## config.mk

```make
export PLATFORM = sky130hd
export DESIGN_NAME = pvt_port_tag_regs
export DESIGN_NICKNAME = d
export VERILOG_FILES = /design/src/core/pvt_pkg.sv /design/src/core/pvt_reg_if.sv /design/src/core/pvt_port_bank.sv /design/src/core/pvt_port_tag_regs.sv
export SDC_FILE = /design/constraint.sdc
export NUM_CORES = 1
export LEC_CHECK = 0
export BUFFER_PORTS_ARGS = -buffer_cell sky130_fd_sc_hd__clkbuf_2
export CAP_MARGIN = 15
export CELL_PAD_IN_SITES_DETAIL_PLACEMENT = 0
export CELL_PAD_IN_SITES_GLOBAL_PLACEMENT = 2
export CORE_UTILIZATION = 42
export DETAILED_ROUTE_END_ITERATION = 6
export PLACE_DENSITY_LB_ADDON = 0.1
export SLEW_MARGIN = 10
export SYNTH_ARGS = -nofsm -noshare
export SYNTH_HDL_FRONTEND = slang
export SYNTH_SLANG_ARGS = --single-unit
```

## constraint.sdc

```tcl
create_clock -name pclk -period 4 [get_ports pclk]
set_input_delay 0.4 -clock pclk [delete_from_list [all_inputs] [get_ports pclk]]
set_output_delay 0.4 -clock pclk [all_outputs]
set_load 0.02 [all_outputs]
```

## src/core/pvt_pkg.sv

```systemverilog
// Notes on behaviour
// - the port number comes from the address nibble N, and ports 1 to 3 each hold their own set of these registers.
// - each port keeps its own copy of every register, so writing one port leaves the others unchanged.
// - the default tag high byte holds PCP in bits 7:5, DEI in bit 4 and VID 11:8 in bits 3:0, and resets to zero.
// - the default tag low byte holds VID 7:0 and resets to one.
// - the class 1 tag high byte holds priority, CFI and VID 11:8, and resets to 0x60.
// - the class 1 tag low byte holds VID 7:0 and resets to 0x02.
// - the class 2 tag high byte uses the class 1 layout and resets to 0x40.
// - the class 2 tag low byte holds VID 7:0 and resets to 0x03.
// - the class 1 EtherType is 16 bits wide over two byte addresses and resets to 0x88B5.
// - the class 2 EtherType is 16 bits wide over two byte addresses and resets to 0x88B5.
package pvt_pkg;
	localparam int ADDR_W = 16;
	localparam logic [3:0] PORT_FIRST = 4'h1;
	localparam logic [3:0] PORT_LAST = 4'h3;
	localparam int NUM_PORTS = 3;
	// register indices; the byte address on the bus is four times the index
	localparam logic [11:0] IDX_DEF_HI = 12'h000;
	localparam logic [11:0] IDX_DEF_LO = 12'h001;
	localparam logic [11:0] IDX_C1_HI = 12'h004;
	localparam logic [11:0] IDX_C1_LO = 12'h005;
	localparam logic [11:0] IDX_C2_HI = 12'h006;
	localparam logic [11:0] IDX_C2_LO = 12'h007;
	localparam logic [11:0] IDX_C1_TYPE = 12'h008;
	localparam logic [11:0] IDX_C2_TYPE = 12'h00A;
	localparam logic [7:0] RST_DEF_HI = 8'h00;
	localparam logic [7:0] RST_DEF_LO = 8'h01;
	localparam logic [7:0] RST_C1_HI = 8'h60;
	localparam logic [7:0] RST_C1_LO = 8'h02;
	localparam logic [7:0] RST_C2_HI = 8'h40;
	localparam logic [7:0] RST_C2_LO = 8'h03;
	localparam logic [15:0] RST_TYPE = 16'h88B5;
endpackage

```

## src/core/pvt_reg_if.sv

```systemverilog
`timescale 1ns/1ps
interface pvt_reg_if;
	logic wr;
	logic [11:0] idx;
	logic [7:0] wdata;
	logic [7:0] rdata;
	logic hit;
	modport bank (input wr, idx, wdata, output rdata, hit);
	modport ctrl (output wr, idx, wdata, input rdata, hit);
endinterface

```

## src/core/pvt_port_bank.sv

```systemverilog
`timescale 1ns/1ps
// one port's private register copy
module pvt_port_bank (
	// clock and reset
	input wire logic pclk,
	input wire logic presetn,
	// register access
	pvt_reg_if.bank rif,
	// tag values for the port datapath
	output logic [15:0] def_tag,
	output logic [15:0] c1_tag,
	output logic [15:0] c2_tag,
	output logic [15:0] c1_type,
	output logic [15:0] c2_type
);
	logic [7:0] def_hi, def_lo, c1_hi, c1_lo, c2_hi, c2_lo;
	logic [15:0] t1, t2;

	always_ff @(posedge pclk or negedge presetn) begin
		if (!presetn) begin
			def_hi <= pvt_pkg::RST_DEF_HI;
			def_lo <= pvt_pkg::RST_DEF_LO;
			c1_hi <= pvt_pkg::RST_C1_HI;
			c1_lo <= pvt_pkg::RST_C1_LO;
			c2_hi <= pvt_pkg::RST_C2_HI;
			c2_lo <= pvt_pkg::RST_C2_LO;
			t1 <= pvt_pkg::RST_TYPE;
			t2 <= pvt_pkg::RST_TYPE;
		end else if (rif.wr) begin
			case (rif.idx)
				pvt_pkg::IDX_DEF_HI: def_hi <= rif.wdata;
				pvt_pkg::IDX_DEF_LO: def_lo <= rif.wdata;
				pvt_pkg::IDX_C1_HI: c1_hi <= rif.wdata;
				pvt_pkg::IDX_C1_LO: c1_lo <= rif.wdata;
				pvt_pkg::IDX_C2_HI: c2_hi <= rif.wdata;
				pvt_pkg::IDX_C2_LO: c2_lo <= rif.wdata;
				pvt_pkg::IDX_C1_TYPE: t1[15:8] <= rif.wdata;
				pvt_pkg::IDX_C1_TYPE + 12'h001: t1[7:0] <= rif.wdata;
				pvt_pkg::IDX_C2_TYPE: t2[15:8] <= rif.wdata;
				pvt_pkg::IDX_C2_TYPE + 12'h001: t2[7:0] <= rif.wdata;
				default: ;
			endcase
		end
	end

	always_comb begin
		rif.hit = 1'b1;
		case (rif.idx)
			pvt_pkg::IDX_DEF_HI: rif.rdata = def_hi;
			pvt_pkg::IDX_DEF_LO: rif.rdata = def_lo;
			pvt_pkg::IDX_C1_HI: rif.rdata = c1_hi;
			pvt_pkg::IDX_C1_LO: rif.rdata = c1_lo;
			pvt_pkg::IDX_C2_HI: rif.rdata = c2_hi;
			pvt_pkg::IDX_C2_LO: rif.rdata = c2_lo;
			pvt_pkg::IDX_C1_TYPE: rif.rdata = t1[15:8];
			pvt_pkg::IDX_C1_TYPE + 12'h001: rif.rdata = t1[7:0];
			pvt_pkg::IDX_C2_TYPE: rif.rdata = t2[15:8];
			pvt_pkg::IDX_C2_TYPE + 12'h001: rif.rdata = t2[7:0];
			default: begin
				rif.rdata = 8'h00;
				rif.hit = 1'b0;
			end
		endcase
	end

	assign def_tag = {def_hi, def_lo};
	assign c1_tag = {c1_hi, c1_lo};
	assign c2_tag = {c2_hi, c2_lo};
	assign c1_type = t1;
	assign c2_type = t2;
endmodule

```

## src/core/pvt_port_tag_regs.sv

```systemverilog
`timescale 1ns/1ps
module pvt_port_tag_regs (
	// clock and reset
	input wire logic pclk,
	input wire logic presetn,
	// apb slave
	input wire logic psel,
	input wire logic penable,
	input wire logic pwrite,
	input wire logic [17:0] paddr,
	input wire logic [31:0] pwdata,
	input wire logic [3:0] pstrb,
	output logic [31:0] prdata,
	output logic pready,
	output logic pslverr,
	// per-port tag values, port 1 at the low slice
	output logic [47:0] def_tag,
	output logic [47:0] c1_tag,
	output logic [47:0] c2_tag,
	output logic [47:0] c1_type,
	output logic [47:0] c2_type
);
	// byte-wide register at word index: paddr[17:2] = {N, register index}
	logic [3:0] port_sel;
	logic [11:0] idx;
	logic port_ok;
	logic setup;
	logic [7:0] rd [pvt_pkg::NUM_PORTS];
	logic hit [pvt_pkg::NUM_PORTS];
	logic [15:0] dt [pvt_pkg::NUM_PORTS];
	logic [15:0] t1 [pvt_pkg::NUM_PORTS];
	logic [15:0] t2 [pvt_pkg::NUM_PORTS];
	logic [15:0] y1 [pvt_pkg::NUM_PORTS];
	logic [15:0] y2 [pvt_pkg::NUM_PORTS];
	logic sel_hit;
	logic [7:0] sel_rd;

	assign port_sel = paddr[17:14];
	assign idx = paddr[13:2];
	assign port_ok = (port_sel >= pvt_pkg::PORT_FIRST) && (port_sel <= pvt_pkg::PORT_LAST);
	// answer one cycle after setup; pready is a flop so the access phase is exactly one cycle
	assign setup = psel && !penable && !pready;

	pvt_reg_if rif [pvt_pkg::NUM_PORTS] ();

	genvar g;
	generate
		for (g = 0; g < pvt_pkg::NUM_PORTS; g++) begin : g_port
			// only the addressed port sees the write strobe
			assign rif[g].wr = setup && pwrite && pstrb[0] && port_ok
				&& (port_sel == 4'(g + 1));
			assign rif[g].idx = idx;
			assign rif[g].wdata = pwdata[7:0];
			assign rd[g] = rif[g].rdata;
			assign hit[g] = rif[g].hit;
			pvt_port_bank u_bank (
				.pclk(pclk),
				.presetn(presetn),
				.rif(rif[g]),
				.def_tag(dt[g]),
				.c1_tag(t1[g]),
				.c2_tag(t2[g]),
				.c1_type(y1[g]),
				.c2_type(y2[g])
			);
		end
	endgenerate

	always_comb begin
		sel_hit = 1'b0;
		sel_rd = 8'h00;
		for (int i = 0; i < pvt_pkg::NUM_PORTS; i++) begin
			if (port_ok && port_sel == 4'(i + 1)) begin
				sel_hit = hit[i];
				sel_rd = rd[i];
			end
		end
	end

	always_ff @(posedge pclk or negedge presetn) begin
		if (!presetn) begin
			pready <= 1'b0;
			pslverr <= 1'b0;
			prdata <= 32'h0000_0000;
		end else begin
			pready <= setup;
			// unmapped port or index: error, write dropped, read zero
			pslverr <= setup && !sel_hit;
			if (setup && !pwrite) begin
				prdata <= {24'h00_0000, sel_rd};
			end
		end
	end

	always_ff @(posedge pclk or negedge presetn) begin
		if (!presetn) begin
			def_tag <= {3{pvt_pkg::RST_DEF_HI, pvt_pkg::RST_DEF_LO}};
			c1_tag <= {3{pvt_pkg::RST_C1_HI, pvt_pkg::RST_C1_LO}};
			c2_tag <= {3{pvt_pkg::RST_C2_HI, pvt_pkg::RST_C2_LO}};
			c1_type <= {3{pvt_pkg::RST_TYPE}};
			c2_type <= {3{pvt_pkg::RST_TYPE}};
		end else begin
			def_tag <= {dt[2], dt[1], dt[0]};
			c1_tag <= {t1[2], t1[1], t1[0]};
			c2_tag <= {t2[2], t2[1], t2[0]};
			c1_type <= {y1[2], y1[1], y1[0]};
			c2_type <= {y2[2], y2[1], y2[0]};
		end
	end
endmodule

```

=== Yosys cells after proc, flatten, opt, wreduce, memory -nomap -nowiden ===
Index checks and enable logic that the tools add are counted.
Widths: inputs -> output; s select.

* Add/subtract/negate cells: 0
* Multipliers: 0
* Div/mod/pow operators: 0
* Magnitude comparators: 2
* Equal/unequal tests: 12
* Shift-type cells: 0
* Multiplexer cells: 10
* Bitwise gates (word level): 0
* Reduce and logical (&&, ||, !) cells: 50

{| class="wikitable"
|+ Operator list
! kind !! number
|-
| $pmux 8 s10 || 3
|-
| $reduce_and 2->1 || 30
|-
| $eq 12x3->1 const B || 4
|-
| $eq 12x4->1 const B || 4
|-
| $mux 8 || 3
|-
| $logic_and 1x1->1 || 14
|-
| $eq 12x1->1 const B || 1
|-
| $logic_not 12->1 || 1
|-
| $reduce_or 10->1 || 1
|-
| $eq 4x2->1 const B || 2
|-
| $eq 4x1->1 const B || 1
|-
| $ge 4x1->1 const B || 1
|-
| $le 4x2->1 const B || 1
|-
| $logic_not 1->1 || 4
|-
| $mux 1 || 4
|}

* Register bits after elaboration: 490
* Latch bits: 0
* Bits in writable memories: 0
* ROM bits: 0
* Output and inout bits: 274
* Word-level logic and storage cells: 112
* Memories: 0

=== Logic depth before layout (Yosys ltp) ===
* Depth after elaboration: 8
* Gate-level depth with buffers: 9

=== Modules after synthesis ===
From an unflattened synthesis, not the netlist that was laid out.

* Cell total of the unflattened synthesis: 1,138
* Area total of the unflattened synthesis: 18,383.9 um^2

{| class="wikitable"
|+ By module, submodules not included
! module !! instances !! cells an instance !! area each (um^2) !! seq. area each (um^2)
|-
| pvt_port_bank || 3 || 268 || 3,832.4 || 2,028.2
|-
| pvt_port_tag_regs || 1 || 334 || 6,886.6 || 6,334.8
|}

=== Worst setup path after synthesis ===
No wires, ideal clock.

* Path type: in2reg
* From: input port paddr[11]
* To: register g_port[0].u_bank.t1[10]
* Library setup time: 125 ps
* Data arrival time: 2,118 ps
* Required time: 3,875 ps
* Path slack: 1,757 ps
* Cell stages on the path: 6
* Buffers on the path: 2
* Cell sequence: or4_1 > buf_4 > nor3_4 > and3_1 > buf_2 > mux2_2

* Cells in the longest elaborated chain, start to end: 2

{| class="wikitable"
|+ RTL lines
! element !! line !! RTL
|-
| start, declared || pvt_port_tag_regs.sv:10 || <nowiki>input wire logic [17:0] paddr,</nowiki>
|-
| $eq 12x4->1 || pvt_port_bank.sv:30 || <nowiki>case (rif.idx)</nowiki>
|-
| $reduce_and 2->1 (no source line) || -- ||
|-
| end signal, assigned || pvt_port_bank.sv:27 || <nowiki>t1 <= pvt_pkg::RST_TYPE;</nowiki>
|-
| end signal, assigned || pvt_port_bank.sv:37 || <nowiki>pvt_pkg::IDX_C1_TYPE: t1[15:8] <= rif.wdata;</nowiki>
|-
| end, declared || pvt_port_bank.sv:17 || <nowiki>logic [15:0] t1, t2;</nowiki>
|}

Every way passes these cells.
A chain may end at the register's enable or synchronous reset.

=== Final worst setup path ===
* From: input port penable
* To: register g_port[1].u_bank.c1_hi[0]

* Cells in the longest elaborated chain, start to end: 8

{| class="wikitable"
|+ RTL lines
! element !! line !! RTL
|-
| start, declared || pvt_port_tag_regs.sv:8 || <nowiki>input wire logic penable,</nowiki>
|-
| $logic_not 1->1 || pvt_port_tag_regs.sv:42 || <nowiki>assign setup = psel && !penable && !pready;</nowiki>
|-
| $logic_and 1x1->1 (2 in a row) || pvt_port_tag_regs.sv:42 ||
|-
| net setup || pvt_port_tag_regs.sv:27 || <nowiki>logic setup;</nowiki>
|-
| $logic_and 1x1->1 (3 in a row) || pvt_port_tag_regs.sv:50 || <nowiki>assign rif[g].wr = setup && pwrite && pstrb[0] && port_ok</nowiki>
|-
| $logic_and 1x1->1 || pvt_port_tag_regs.sv:51 || <nowiki>&& (port_sel == 4'(g + 1));</nowiki>
|-
| $reduce_and 2->1 (no source line) || -- ||
|-
| end signal, assigned || pvt_port_bank.sv:23 || <nowiki>c1_hi <= pvt_pkg::RST_C1_HI;</nowiki>
|-
| end signal, assigned || pvt_port_bank.sv:33 || <nowiki>pvt_pkg::IDX_C1_HI: c1_hi <= rif.wdata;</nowiki>
|-
| end, declared || pvt_port_bank.sv:16 || <nowiki>logic [7:0] def_hi, def_lo, c1_hi, c1_lo, c2_hi, c2_lo;</nowiki>
|}

The timed path passes the listed nets, and every way through them passes these cells.

==> flow_metrics.tcl <==
set metrics [dict create \
    avgSynthCellArea_um2 15.93 \
    critPathCaptureType "flop" \
    crit_family "simple AND/OR/NAND/NOR gates" \
    syn_inst 1134 \
    wl_met3_um 2815 \
    fill_cells 3617 \
    synth_async_sr_flop_share_pct 100.0 \
    fin_crit_ns 2.843 \
    cts_made_buffers 50 \
    synth_edf_count 0 \
    vias 10959 \
    grt_max_degree 109 \
    clock.fmax_ghz 0.3517 \
    syn2layout_area_growth_pct 21.45 \
    seqCellArea_um2 12420 \
    multi_input_area_um2 5258 \
    cp_slowest_stage_delay_ns 0.62 \
    slew_viol_final 0 \
    ios 333 \
    wl_met2_um 25200 \
    slew_headroom_pct 38.14 \
    drc 0 \
    dieArea_um2 43840 \
    highest_layer "met4" \
    cts-root-buf "clkbuf_16" \
    tritoncts "built" \
    worstMarginPinSlew_ns 0.9279 \
    core_area_um2 42130 \
    cp.arrival_ns 3.30 \
    yosysSeqAreaShare_pct 68.76 \
    fin_nets 1511 \
    pwr_density_cell_nw_per_um2 460.2 \
    critPathMaxFanout 10 \
    synth_top_area_cell "dfrtp_1" \
    pwr-share-comb_pct 3.2 \
    p_switching_uw 2179 \
    via_per_inst 5.391 \
    rsz0062_at_grt "no" \
    final_area_um2 21940 \
    wire_per_inst_um 26.58 \
    cts_buffer_depth 3 \
    synth_area_um2 18060 \
    antenna_left 0 \
    path_buf_inv 2 \
    status "complete, no violations" \
    hp-class "input port to flop" \
    start_util_pct 42.87 \
    hold_depth 2 \
    rows 75 \
    final_util_pct 52.07 \
    finClkSkew_ns 0.01800 \
    grt_pass1_wl_um 78820 \
    r2r_cells 5 \
    drive_gt1_share_pct 54.89 \
    leakage_uw 0.01098 \
    ys_seq_elements 490 \
    die_y_um 209.4 \
    n_antenna_cell 0 \
    tns_ns 0 \
    first_pass_iters 5 \
    swShare_pct 21.58 \
    wl_met1_um 24630 \
    synthTopCellsByArea "dfrtp_1 (50%), dfstp_2 (18%), mux2_2 (15%), mux2i_1 (1.6%), mux4_2 (1.5%)" \
    path_class "input port to flop" \
    ys_warn_count 0 \
    cap_violations 0 \
    startpoint_type "input port" \
    synth_cell_types 67 \
    crit_path_top_delay_cell "nor2_2" \
    cts.sinks 490 \
    fin_crit_sh_pct 71.08 \
    vdd_ir_drop_max_v 0.0003182 \
    die_w_um 209.4 \
    p_clk_share_pct 47.6 \
    finalHoldViolations 0 \
    power_uw 10100 \
    drtIter0Drc 712 \
    p_int_uw 7917 \
    grt_use_total_pct 25.08 \
    ctsHtreeMaxLevel 2 \
    insertion_delay_ns 0.58 \
    place.gp.congestion 0.8417 \
    placed_cell_area_um2 20200 \
    sequentialPowerShare_pct 49.2 \
    place_hpwl_um 37660 \
    wl_um 54030 \
    clk_pin_slew_worst_paths_ns 0.06 \
    antenna_found_initial 0 \
    grt_pass1_vias 11292 \
    finalSetupViolCount 0 \
    grt_overflow 0 \
    cp.depth 7 \
    port_buffers 279 \
    synth_top_flop_cell "dfrtp_1" \
    crit_chain "dlygate4sd3_1, clkbuf_2, nor3b_1, nand3_1, nor2_2, and2_1, mux2_2" \
    yosysTopAreaCellShare_pct 50.43 \
    worstPathRequired_ns 4.45 \
]
[logic make-up (layout without fill, tap and decap cells)]
group	after synthesis	in the layout	share of synthesized area, %
AND/OR/NAND/NOR	142	142	4.641
buffers and inverters	90	427	2.681
other	1	24	0.02076
AO/OA/AOI/OAI	123	123	5.396
flip-flops	490	490	68.76
multiplexers	288	288	18.50
[through the flow]
step                      setup slack, ns  hold WS (ns)  std cells
after detailed placement           0.8621        0.3631       1937
after floorplan                     1.757        0.1044       1157
after global routing                1.094        0.1011       2033
after CTS                           1.206       0.07508       2033
final                               1.157        0.1160       2033
after global placement             0.8835        0.3621       1937
[power groups by stage]
stage,combinational [uW],clock (uW),sequential (uW)
finish,328,4800,4970
global route,359,5100,4960
CTS,335,4900,4970
detailed placement,332,0,5050
global placement,329,0,5050
floorplan,140,0,5050
[routing by layer]
layer	track usage [%]	vias to the layer above
met1	36.06	5795
li1	-	4718
met5	0	-
met2	38.98	368
met3	4.130	78
met4	8.190	0
[path summary, 6_finish.rpt]
path                            slack [ns]                                     to                                     from
worst min register to register        0.37                  c1_type[20]$_DFF_PN1_  g_port[1].u_bank.c1_type[4]$_DFFE_PN1P_
worst max register to register        1.24  g_port[1].u_bank.c1_hi[0]$_DFFE_PN0P_                         pready$_DFF_PN0_
min in group asynchronous             0.44                    c1_tag[3]$_DFF_PN0_                                  presetn
max in group asynchronous             2.43                  c1_type[16]$_DFF_PN1_                                  presetn
worst min-delay path                  0.12                       pready$_DFF_PN0_                                     psel
worst max-delay path                  1.16  g_port[1].u_bank.c1_hi[0]$_DFFE_PN0P_                                  penable
[cell type report]
type / count / area share [%]
flip-flops and latches: 490 / 56.61
multi-input cells: 577 / 23.97
clock buffers: 78 / 6.975
clock inverters: 16 / 0.8612
well taps: 539 / 3.074
repair buffers: 333 / 8.510
[cells in the mapped netlist (4+ instances only)]
| cell | n |
|---|---|
| and2_1 | 4 |
| mux2_2 | 246 |
| clkbuf_1 | 36 |
| dfrtp_1 | 364 |
| nand2_1 | 42 |
| and3_1 | 5 |
| o31ai_1 | 4 |
| nand3b_1 | 6 |
| buf_4 | 27 |
| nor2_1 | 11 |
| a21oi_1 | 13 |
| a22o_1 | 19 |
| nand2b_1 | 5 |
| o21ai_0 | 8 |
| buf_2 | 24 |
| a2111oi_0 | 4 |
| nor2b_1 | 4 |
| dfstp_2 | 126 |
| nand3_1 | 17 |
| a221oi_1 | 14 |
| nor4_1 | 9 |
| a32o_1 | 6 |
| mux2i_1 | 29 |
| mux4_2 | 12 |
| a22oi_1 | 17 |
| nand2_2 | 6 |
| a221o_1 | 5 |
| and4_1 | 5 |
| nor3_1 | 4 |
| o2bb2ai_1 | 6 |
[placed cells by master (no fill, tap or decap), types with 9 or more instances in the layout]
cell | Yosys | layout
mux4_2 | 12 | 12
clkinv_2 | 0 | 9
clkbuf_8 | 0 | 11
a21oi_1 | 13 | 13
a22oi_1 | 17 | 17
dfrtp_1 | 364 | 364
buf_4 | 27 | 48
conb_1 | 1 | 24
clkbuf_1 | 36 | 14
nand3_1 | 17 | 17
mux2i_1 | 29 | 29
clkbuf_16 | 0 | 53
nor2_1 | 11 | 11
nand2_1 | 42 | 42
a22o_1 | 19 | 19
mux2_2 | 246 | 246
clkbuf_2 | 0 | 277
dfstp_2 | 126 | 126
a221oi_1 | 14 | 14
[flip-flops by register name, indices dropped and copies added (netlist names)]
register / count
g_port.u_bank.c2_lo: 24
c1_type: 48
g_port.u_bank.c1_hi: 24
pready: 1
g_port.u_bank.c2_hi: 24
def_tag: 48
prdata: 8
c2_tag: 48
g_port.u_bank.def_hi: 24
g_port.u_bank.c1_type: 48
g_port.u_bank.c2_type: 48
c2_type: 48
pslverr: 1
g_port.u_bank.c1_lo: 24
c1_tag: 48
g_port.u_bank.def_lo: 24
[timing repair]
action	4_1_cts	5_1_grt
endpoints found under the setup margin	0	0
hold buffers	2	0
setup buffers	0	0
endpoints found under the hold margin	78	0
resized for setup	0	0
(Power assumes the default switching activity.)
